`config.mk`:
```
export PLATFORM = sky130hd
export DESIGN_NAME = chip_protection_boot_options
export DESIGN_NICKNAME = d
export VERILOG_FILES = /design/src/prot_pkg.sv /design/src/chip_protection_boot_options.sv
export SDC_FILE = /design/constraint.sdc
export NUM_CORES = 1
export LEC_CHECK = 0
export BUFFER_PORTS_ARGS = -buffer_cell sky130_fd_sc_hd__buf_4
export CAP_MARGIN = 40
export CORE_UTILIZATION = 42
export DETAILED_ROUTE_END_ITERATION = 10
export PLACE_DENSITY_LB_ADDON = 0.1
export SYNTH_ARGS = -nofsm -noshare
export SYNTH_HDL_FRONTEND = slang
export SYNTH_SLANG_ARGS = --single-unit
```
`constraint.sdc`:
```
create_clock -name ref_clk -period 2.6 [get_ports ref_clk]
set_input_delay 0.52 -clock ref_clk [delete_from_list [all_inputs] [get_ports ref_clk]]
set_output_delay 0.52 -clock ref_clk [all_outputs]
set_load 0.01 [all_outputs]
```
`src/prot_pkg.sv`:
```
// constants for the chip protection and boot option block
package prot_pkg;
    localparam logic [7:0] prot_ctrl_addr = 8'hda;
    localparam logic [7:0] prot_ctrl_reset = 8'h20;
    localparam int full_lock_bit = 7;
    localparam int debug_off_bit = 6;
    localparam int reserved_bit = 5;
    localparam int multi_lock_bit = 4;
    localparam int write_lock_bit = 3;
    localparam int level_lsb = 0;
    localparam int level_msb = 2;
    localparam logic [2:0] level_factory = 3'h1;
    localparam logic [2:0] level_user = 3'h3;
    localparam logic [2:0] level_run = 3'h7;
    localparam int opt_retest_nv_bit = 7;
    localparam int opt_early_osc_bit = 4;
    localparam int opt_auto_run_bit = 1;
    localparam logic [7:0] multi_read_blocked = 8'h00;
endpackage : prot_pkg

```
`src/chip_protection_boot_options.sv`:
```
// protection control register and boot option sequencing
`timescale 1ns/1ps
`default_nettype none
module chip_protection_boot_options
    import prot_pkg::*;
(
    // clock, reset, enable
    input wire logic ref_clk,
    input wire logic rst_n,
    input wire logic clk_en,
    // boot sequencer
    input wire logic boot_start,
    input wire logic [7:0] nv_prot_value,
    input wire logic [7:0] boot_option_byte,
    input wire logic copy_done,
    input wire logic wake_from_shutdown,
    // register port
    input wire logic reg_wr,
    input wire logic [7:0] reg_addr,
    input wire logic [7:0] reg_wdata,
    // memory and debug requests
    input wire logic nv_rd_req,
    input wire logic nv_wr_req,
    input wire logic [7:0] multi_rdata_raw,
    input wire logic debug_req,
    // outputs
    output logic [7:0] chip_protection_control,
    output logic crystal_osc_enable,
    output logic copy_start,
    output logic run_user_code,
    output logic boot_done,
    output logic nv_rd_allow,
    output logic nv_wr_allow,
    output logic multi_enable,
    output logic [7:0] multi_rdata,
    output logic debug_allow
);
    typedef enum logic [2:0] {
        st_idle = 3'b000,
        st_osc = 3'b001,
        st_load = 3'b010,
        st_copy = 3'b011,
        st_final = 3'b100,
        st_done = 3'b101
    } boot_state_type;

    boot_state_type state_q, state_d;
    logic [7:0] prot_q, prot_d;
    logic osc_q, osc_d, copy_q, copy_d, run_q, run_d, done_q, done_d;
    logic nv_rd_q, nv_rd_d, nv_wr_q, nv_wr_d;
    logic multi_en_q, multi_en_d, debug_q, debug_d;
    logic [7:0] multi_rdata_q, multi_rdata_d;
    logic sw_wr;

    assign sw_wr = reg_wr && (reg_addr == prot_ctrl_addr);

    always_comb begin
        state_d = state_q;
        prot_d = prot_q;
        osc_d = osc_q;
        copy_d = 1'b0;
        run_d = run_q;
        done_d = done_q;
        // wake clears debug disable first so a same-cycle set still wins
        if (wake_from_shutdown) begin
            prot_d[debug_off_bit] = 1'b0;
        end
        // software can only set bits; stored copy is never written
        if (sw_wr) begin
            prot_d = prot_d | reg_wdata;
        end
        unique case (state_q)
            st_idle: begin
                if (boot_start) begin
                    state_d = st_osc;
                end
            end
            st_osc: begin
                if (boot_option_byte[opt_early_osc_bit]) begin
                    osc_d = 1'b1;
                end
                state_d = st_load;
            end
            st_load: begin
                prot_d = prot_d | nv_prot_value;
                copy_d = 1'b1;
                state_d = st_copy;
            end
            st_copy: begin
                if (copy_done) begin
                    state_d = st_final;
                end
            end
            st_final: begin
                if (boot_option_byte[opt_retest_nv_bit]) begin
                    prot_d[full_lock_bit] = 1'b1;
                end
                // only a user part may auto-start; else copy only
                if (prot_q[level_msb:level_lsb] == level_user &&
                        boot_option_byte[opt_auto_run_bit]) begin
                    run_d = 1'b1;
                end
                done_d = 1'b1;
                state_d = st_done;
            end
            st_done: begin
                state_d = st_done;
            end
            default: begin
                state_d = st_idle;
            end
        endcase
        prot_d[reserved_bit] = 1'b1;
    end

    always_comb begin
        nv_rd_d = !prot_d[full_lock_bit];
        nv_wr_d = !prot_d[full_lock_bit] &&
            !(prot_d[write_lock_bit] && prot_d[2:1] == 2'b11);
        multi_en_d = !prot_d[multi_lock_bit];
        multi_rdata_d = prot_d[multi_lock_bit] ? multi_read_blocked
                                              : multi_rdata_raw;
        debug_d = !prot_d[debug_off_bit];
    end

    always_ff @(posedge ref_clk) begin
        if (!rst_n) begin
            state_q <= st_idle;
            prot_q <= prot_ctrl_reset;
            osc_q <= 1'b0;
            copy_q <= 1'b0;
            run_q <= 1'b0;
            done_q <= 1'b0;
            nv_rd_q <= 1'b1;
            nv_wr_q <= 1'b1;
            multi_en_q <= 1'b1;
            multi_rdata_q <= 8'h00;
            debug_q <= 1'b1;
        end else if (clk_en) begin
            state_q <= state_d;
            prot_q <= prot_d;
            osc_q <= osc_d;
            copy_q <= copy_d;
            run_q <= run_d;
            done_q <= done_d;
            nv_rd_q <= nv_rd_d;
            nv_wr_q <= nv_wr_d;
            multi_en_q <= multi_en_d;
            multi_rdata_q <= multi_rdata_d;
            debug_q <= debug_d;
        end
    end

    assign chip_protection_control = prot_q;
    assign crystal_osc_enable = osc_q;
    assign copy_start = copy_q;
    assign run_user_code = run_q;
    assign boot_done = done_q;
    assign nv_rd_allow = nv_rd_q;
    assign nv_wr_allow = nv_wr_q;
    assign multi_enable = multi_en_q;
    assign multi_rdata = multi_rdata_q;
    assign debug_allow = debug_q;
endmodule : chip_protection_boot_options
`default_nettype wire

```
==> summary.md, run 1 <==
| Metric | Value |
|---|---|
| Die Ht | `55.0 microns` |
| HP Start | `reg_wdata[1]` |
| Worst reg2reg setup slack | `around 0.53 ns` |
| TritonCTS Buffers | `3` |
| Startpoint Class | `register` |
| WP data arrival | `2.30 ns` |
| Area of the multi-input gates | `598 sq um` |
| Largest net degree at the start of global routing | `40` |
| Fin cells | `226` |
| Vias | `between 1000 and 1500` |
| Overall fraction of global-route tracks in use | `0.214` |
| Commonest cells in the netlist | `dfxtp_1, a21oi_1, nand2_1` |
| Post-route setup TNS | `0 ns` |
| Fmax | `483 MHz` |
| First-pass GRT wire length | `4.55 mm` |
| Root Buffer Master | `clkbuf_4` |
| Pwr Total | `0.844 mW` |
| Clock Tree Buf Depth | `2` |
| Fillers | `236` |
| Cells taking the most area after synthesis | `dfxtp_1, a21oi_1, nand2b_1` |
| Final nets | `247` |
| Clk sink count | `26` |
| Antenna Violating Nets Remaining | `0` |
| Cts repair resizes | `0` |
| Switching Fraction | `0.232` |
| Cells after Synth | `140` |
| Clock latency on the worst-skew pair | `0.32 ns` |
| FF+latch area | `520 sq um` |
| Fraction of layout cells with a size suffix above 1 | `0.342` |
| Ys async rst share | `0` |
| Peak VDD IR | `0.000340 V` |
| Register area share after synthesis | `0.442` |
| Kind of critical path | `register to register` |
| CTS tree | `done` |
| Worst setup startpoint | `state_q[1]` |
| Number of post-CTS setup repair buffers | `0` |
| Finish-stage setup viols | `0` |
| Mapped Nets | `190` |
| Final Max Tran Viols | `0` |
| Initial core utilization | `0.459` |
| Status | `complete, no violations` |
| Setup crit end kind | `register` |
| Required @ worst endpoint | `2.83 ns` |
| Initial DRC Count | `15` |
| Leak Pwr | `just over 0.7 nW` |
| Hold Fails Final Rpt | `0` |
| Combinational power share | `0.162` |
| Clk_skew | `0.00486 ns` |
| Grt ovf | `0` |
| Relative slew slack | `0.499` |
| Placer congestion estimate | `0.706` |
| Design area | `roughly 1700 sq um` |
| P per Cell Area | `499 nW/um^2` |
| I/O pin count | `74` |
| Die area | `3020 sq um` |
| Yosys warns | `0` |
| Number of synthesized flops with an enable pin | `0` |
| Critical Path Max Stage Delay | `between 0.5 and 0.6 ns` |
| Period utilization | `0.796` |
| Initial DRT Pass Iterations | `4` |
| Cell taking the most area after synthesis | `dfxtp_1` |
| Critical Path, Cell by Cell | `nor3b_4 -> a2111oi_0 -> or4b_1 -> a41o_1` |
| CTS Hold Bufs | `0` |
| Placed Cells | `222` |
| Syn avg cell area | `between 8 and 9 sq um` |
| Crit Path Max Fanout | `10` |
| Wirelength, routed | `2.97 mm` |
| CP max stage cell | `or4b_1` |
| RSZ-0062 raised after global routing | `no` |
| Die width | `between 50 and 60 microns` |
| Core area | `2570 sq um` |
| Worst Hold Class | `input pin to register` |
| Number of synthesized register bits | `26` |
| Max-cap violation count | `0` |
| Distinct cells, synth | `35` |
| Post-DP HPWL | `roughly 2.1 mm` |
| Syn Std Cell Area | `1180 sq um` |
| Most common flop cell mapped by yosys | `dfxtp_1` |
| Port bufs | `62` |
| Initial antenna violation count | `0` |
| Routed len/inst | `13.1 microns` |
| Top-count cell post-synth | `dfxtp_1` |
| CTS HTree Levels | `1` |
| Switch Pwr | `0.196 mW` |
| # diodes | `0` |
| Internal Power | `0.648 mW` |
| Clk slew on worst S/H paths | `around 0.15 ns` |
| Clock power share | `0.331` |
| Share of the synthesized area in the top cell type | `0.442` |
| Avg Vias per Cell | `approximately 5.4` |
| Layout area overhead | `43.6%` |
| Vias in the first global route | `1035` |
| Sequential share of power | `0.507` |
| # DRC | `0` |
| Tmin final | `between 2 and 2.5 ns` |
| Num rows | `18` |
| Worst-Margin Slew | `0.751 ns` |
| FF-to-FF Start | `state_q[1]` |
| Area after DPL | `1640 sq um` |
[routing by layer]
metal  track usage  routed length (microns)  vias to the layer above
li1              -                        -                      620
met1         0.261                     1360                      568
met2         0.365                     1440                       38
met3        0.0355                      149                        2
met4        0.0958                       19                        0
met5             0                        0                        -
[cell usage in the layout (no fill, tap or decap)]
master | synthesis | final
a21boi_0 | 1 | 1
or4b_1 | 1 | 1
or3_1 | 1 | 1
a41oi_1 | 2 | 2
nand3b_1 | 2 | 2
and4_1 | 1 | 1
clkbuf_4 | 0 | 3
a211o_1 | 1 | 1
nor2b_1 | 2 | 2
dfxtp_1 | 26 | 26
nor3b_1 | 1 | 1
a41o_1 | 1 | 1
nor2_1 | 6 | 6
nand4b_1 | 1 | 1
buf_4 | 1 | 62
a221o_1 | 1 | 1
conb_1 | 1 | 1
o21ai_0 | 8 | 8
nand2_1 | 11 | 11
nor3_1 | 3 | 3
nand3_1 | 2 | 2
mux2i_1 | 1 | 1
and3_1 | 1 | 1
inv_1 | 5 | 5
nor4b_1 | 1 | 1
nand2b_1 | 10 | 10
a2111oi_0 | 3 | 3
a22oi_1 | 1 | 1
nor3b_4 | 1 | 1
o21bai_1 | 1 | 1
a21oi_1 | 19 | 19
o21a_1 | 3 | 3
bufinv_16 | 0 | 1
nand4_1 | 10 | 10
a211oi_1 | 2 | 2
[critical path, delay by kind of cell (launching register included)]
family	cells	cell delay [ns]
compound gates	2	0.46
flops	1	0.48
simple gates	2	1.05
[worst paths after layout]
kind                                     end  cells past startpoint
setup / recovery                 nv_wr_allow                      4
hold reg to reg                  debug_allow                      2
hold / removal    chip_protection_control[1]                      3
setup reg to reg                 nv_wr_allow                      4
[metrics by stage]
step / hold slack (ns) / util / worst slack (ns)
2_1_floorplan: 0.474 / - / 0.688
3_3_place_gp: 0.445 / 0.639 / 0.530
3_5_place_dp: 0.444 / 0.639 / 0.515
4_1_cts: 0.429 / 0.659 / 0.549
5_1_grt: 0.426 / 0.659 / 0.425
6_report: 0.440 / 0.659 / 0.529
[cells by family after synthesis]
logic type / Yosys count / share of synthesized area
mux: 1 / 0.00849
simple gates: 54 / 0.269
compound gates: 43 / 0.227
buf+inv: 15 / 0.0510
flops: 26 / 0.442
other cells: 1 / 0.00318
[layout make-up]
| class | count | area share |
|---|---|---|
| multi-input cells | 99 | 0.353 |
| clock buffers | 3 | 0.0133 |
| clock inverters | 1 | 0.0177 |
| well taps | 30 | 0.0222 |
| inverters | 5 | 0.0111 |
| flip-flops and latches | 26 | 0.307 |
| repair buffers | 62 | 0.275 |
[power by group through the flow]
stage | combinational [mW] | sequential, mW | clock, mW
global placement | 0.132 | 0.436 | 0
CTS | 0.137 | 0.428 | 0.286
detailed placement | 0.136 | 0.437 | 0
global route | 0.150 | 0.431 | 0.301
finish | 0.137 | 0.428 | 0.279
floorplan | 0.0566 | 0.439 | 0
[registers in the layout, indices dropped and copies added, names as in the netlist]
signal                   flops
copy_start                   1
crystal_osc_enable           1
state_q                      3
nv_rd_allow                  1
chip_protection_control      7
multi_enable                 1
boot_done                    1
debug_allow                  1
multi_rdata                  8
run_user_code                1
nv_wr_allow                  1
Power figures use the tool's default switching activity.
==> inputs of run 2 (changes only) <==
--- a/config.mk
+++ b/config.mk
@@ -5,6 +5,7 @@
 export SDC_FILE = /design/constraint.sdc
 export NUM_CORES = 1
 export LEC_CHECK = 0
+export ABC_AREA = 1
 export BUFFER_PORTS_ARGS = -buffer_cell sky130_fd_sc_hd__buf_4
 export CAP_MARGIN = 40
 export CORE_UTILIZATION = 42
==> constraint.sdc (replaced) <==
create_clock -name ref_clk -period 2 [get_ports ref_clk]
set_input_delay 0.4 -clock ref_clk [delete_from_list [all_inputs] [get_ports ref_clk]]
set_output_delay 0.4 -clock ref_clk [all_outputs]
set_load 0.01 [all_outputs]
==> run 2 against run 1 <==
  * Global-route usage increased by 0.33 points
  * Maximum frequency increased by 56%
  * Total power increased by 25%
  * Non-clock buffer count unchanged
  * Utilization decreased by 3.5 points
  * Final cell count increased by 17%
  * Largest power group unchanged
  * Sequential share of layout area decreased by 0.51 points
  * Highest routed layer unchanged
  * Die area increased by 3.4%
==> summary.md, run 2 <==
| Metric | Value |
|---|---|
| Status | `complete, no violations` |
| Port bufs | `62 (unchanged)` |
| Syn Std Cell Area | `1220 sq um (+3.5%)` |
| Kind of critical path | `register to register` |
| # DRC | `0 (unchanged)` |
| Fmax | `755 MHz (+56%)` |
| Number of post-CTS setup repair buffers | `0 (unchanged)` |
| Cells taking the most area after synthesis | `dfxtp_1, nand2_1, a21oi_1` |
| Ys async rst share | `0 (unchanged)` |
| Startpoint Class | `register` |
| Post-DP HPWL | `2.39 mm (+12%)` |
| Commonest cells after routing, fill and taps aside | `buf_4, nand2_1, dfxtp_1` |
| Tmin final | `1.32 ns (-0.747 ns)` |
| Antenna Violating Nets Remaining | `0 (unchanged)` |
| Clk_skew | `0.00328 ns (-0.00158 ns)` |
| Final Max Tran Viols | `0 (unchanged)` |
| Cell taking the most area after synthesis | `dfxtp_1` |
| Register area share after synthesis | `0.427 (-0.0149)` |
| HP Start | `reg_wdata[0]` |
| CTS tree | `done` |
| Hold Fails Final Rpt | `0 (unchanged)` |
| Initial DRC Count | `36 (+21)` |
| Root Buffer Master | `clkbuf_4` |
| Cells after Synth | `174 (+24%)` |
| Finish-stage setup viols | `0 (unchanged)` |
| Vias | `1333 (+8.6%)` |
| Placed Cells | `260 (+17%)` |
| Syn avg cell area | `7.01 sq um (-17%)` |
| CTS Hold Bufs | `0 (unchanged)` |
| Number of synthesized register bits | `26 (unchanged)` |
| Distinct cells, synth | `26 (-26%)` |
| Clock latency on the worst-skew pair | `0.32 ns (about the same)` |
| Share of the synthesized area in the top cell type | `0.427 (-0.0149)` |
| Fraction of layout cells with a size suffix above 1 | `0.326 (-0.0157)` |
| Initial DRT Pass Iterations | `4 (unchanged)` |
| Mapped Nets | `224 (+18%)` |
| TritonCTS Buffers | `3 (unchanged)` |
| Util after Layout | `0.624 (-0.0350)` |
| Worst Hold Class | `input pin to register` |
| Core area | `2760 sq um (+7.4%)` |
| Die width | `55.9 microns (+1.7%)` |
| Met2 wire len | `1.64 mm (+14%)` |
| Placer congestion estimate | `0.839 (+19%)` |
| Leak Pwr | `0.869 nW (+21%)` |
| Max reg flops | `8 (unchanged)` |
| Required @ worst endpoint | `2.26 ns (-0.57 ns)` |
| First-pass GRT wire length | `5.49 mm (+21%)` |
| Clock Tree Buf Depth | `2 (unchanged)` |
| Num rows | `19 (+1)` |
| WL met1 | `1.33 mm (-2.1%)` |
| WHS Endpoint | `chip_protection_control[0]` |
| R2r endpoint | `state_q[0]` |
| Die area | `3120 sq um (+3.4%)` |
| Highest metal layer with signal wires | `met4` |
| Worst slack, placed | `0.508 ns (-0.00672 ns)` |
| Setup crit end kind | `register` |
| CTS HTree Levels | `1 (unchanged)` |
| Most common flop cell mapped by yosys | `dfxtp_1` |
| Worst setup startpoint | `state_q[1]` |
| Area after DPL | `1690 sq um (+2.7%)` |
| FF-to-FF Start | `state_q[1]` |
| Initial antenna violation count | `0 (unchanged)` |
| Worst reg2reg path depth | `8 (+4)` |
| Leading cell type in the layout, fill and taps excluded | `buf_4` |
| Cts repair resizes | `0 (unchanged)` |
| Layout area overhead | `41.1%` |
| Max-cap violation count | `0 (unchanged)` |
| Design area | `1720 sq um (+1.7%)` |
| Routed wire length on met3 | `140 microns (-6.0%)` |
| RSZ-0062 raised after global routing | `no` |
| Grt ovf | `0 (unchanged)` |
| I/O pin count | `74 (unchanged)` |
| Final nets | `284 (+15%)` |
| Avg Vias per Cell | `5.05 (-7.1%)` |
| Clk sink count | `26 (unchanged)` |
| Wirelength, routed | `3.13 mm (+5.5%)` |
| Routed len/inst | `11.9 microns (-9.7%)` |
| Post-route setup TNS | `0 ns (unchanged)` |
| Fillers | `269 (+14%)` |
| Worst reg2reg setup slack | `0.68 ns (+0.15 ns)` |
| # diodes | `0 (unchanged)` |
| Clk slew on worst S/H paths | `0.14 ns (about the same)` |
| P per Cell Area | `614 nW/um^2 (+23%)` |
| Vias in the first global route | `1310 (+27%)` |
| Number of synthesized flops with an enable pin | `0 (unchanged)` |
| PnR worst setup slack | `0.676 ns (+0.147 ns)` |
| Initial core utilization | `0.442 (-0.0167)` |
| Yosys warns | `0 (unchanged)` |
| Hold Crit Depth | `3 (unchanged)` |
| Fin cells | `264 (+17%)` |
| Die Ht | `55.9 microns (+1.7%)` |
| Crit Path Max Fanout | `8 (-2)` |
| Overall fraction of global-route tracks in use | `0.217 (+0.00329)` |
| Period utilization | `0.662 (-0.135)` |
| WP data arrival | `1.58 ns (-0.72 ns)` |
| Peak VDD IR | `0.000515 V (+52%)` |
| Top-count cell post-synth | `nand2_1` |
| Commonest cells in the netlist | `nand2_1, dfxtp_1, a21oi_1` |
| Largest net degree at the start of global routing | `30 (-25%)` |
## run 2: routing by layer
layer  up-vias  GRT usage
met5         -          0
met3         2     0.0279
met1       610      0.259
li1        687          -
met4         0     0.0627
met2        34      0.404
## run 2: final cells by class
type	instances	area, sq um	area share
multi-input cells	118	569	0.331
flip-flops and latches	26	520	0.302
repair buffers	62	465	0.270
inverters	23	91.3	0.0531
well taps	31	38.8	0.0225
clock buffers	4	36.3	0.0211
## run 2: how the worst max path moves through the flow
stage	endpoint	slack (ns)
floorplan	multi_rdata[0]	0.77
global placement	nv_wr_allow	0.53
detailed placement	multi_rdata[3]	0.51
CTS	state_q[0]	0.68
global route	state_q[0]	0.49
finish	state_q[0]	0.68
## run 2: cell families (layout without fill, tap and decap cells)
kind of cell	count (synthesis)	count (layout)	synth area share
other	1	1	0.00307
and+or+nand+nor	81	81	0.310
buffers and inverters	30	89	0.107
DFF	26	26	0.427
AOI/OAI and AO/OA	36	36	0.154
## run 2: critical path, cell delays in order (launching register included)
cell and delay [ns]:
dfxtp_1 0.51, inv_2 0.10, nor3_2 0.20, nand2_1 0.09
nand3_2 0.09, inv_2 0.06, nand2_1 0.05, nand2_1 0.05
a21oi_1 0.12
## run 2: power breakdown
part / switching [mW] / internal [mW]
sequential: 0.0234 / 0.546
combinational: 0.108 / 0.112
clock: 0.158 / 0.111
## run 2: stage by stage
step / hold slack [ns] / power (mW)
5_1_grt: 0.313 / 1.12
3_5_place_dp: 0.446 / 0.800
2_1_floorplan: 0.474 / 0.691
4_1_cts: 0.312 / 1.07
3_3_place_gp: 0.439 / 0.794
6_report: 0.316 / 1.06
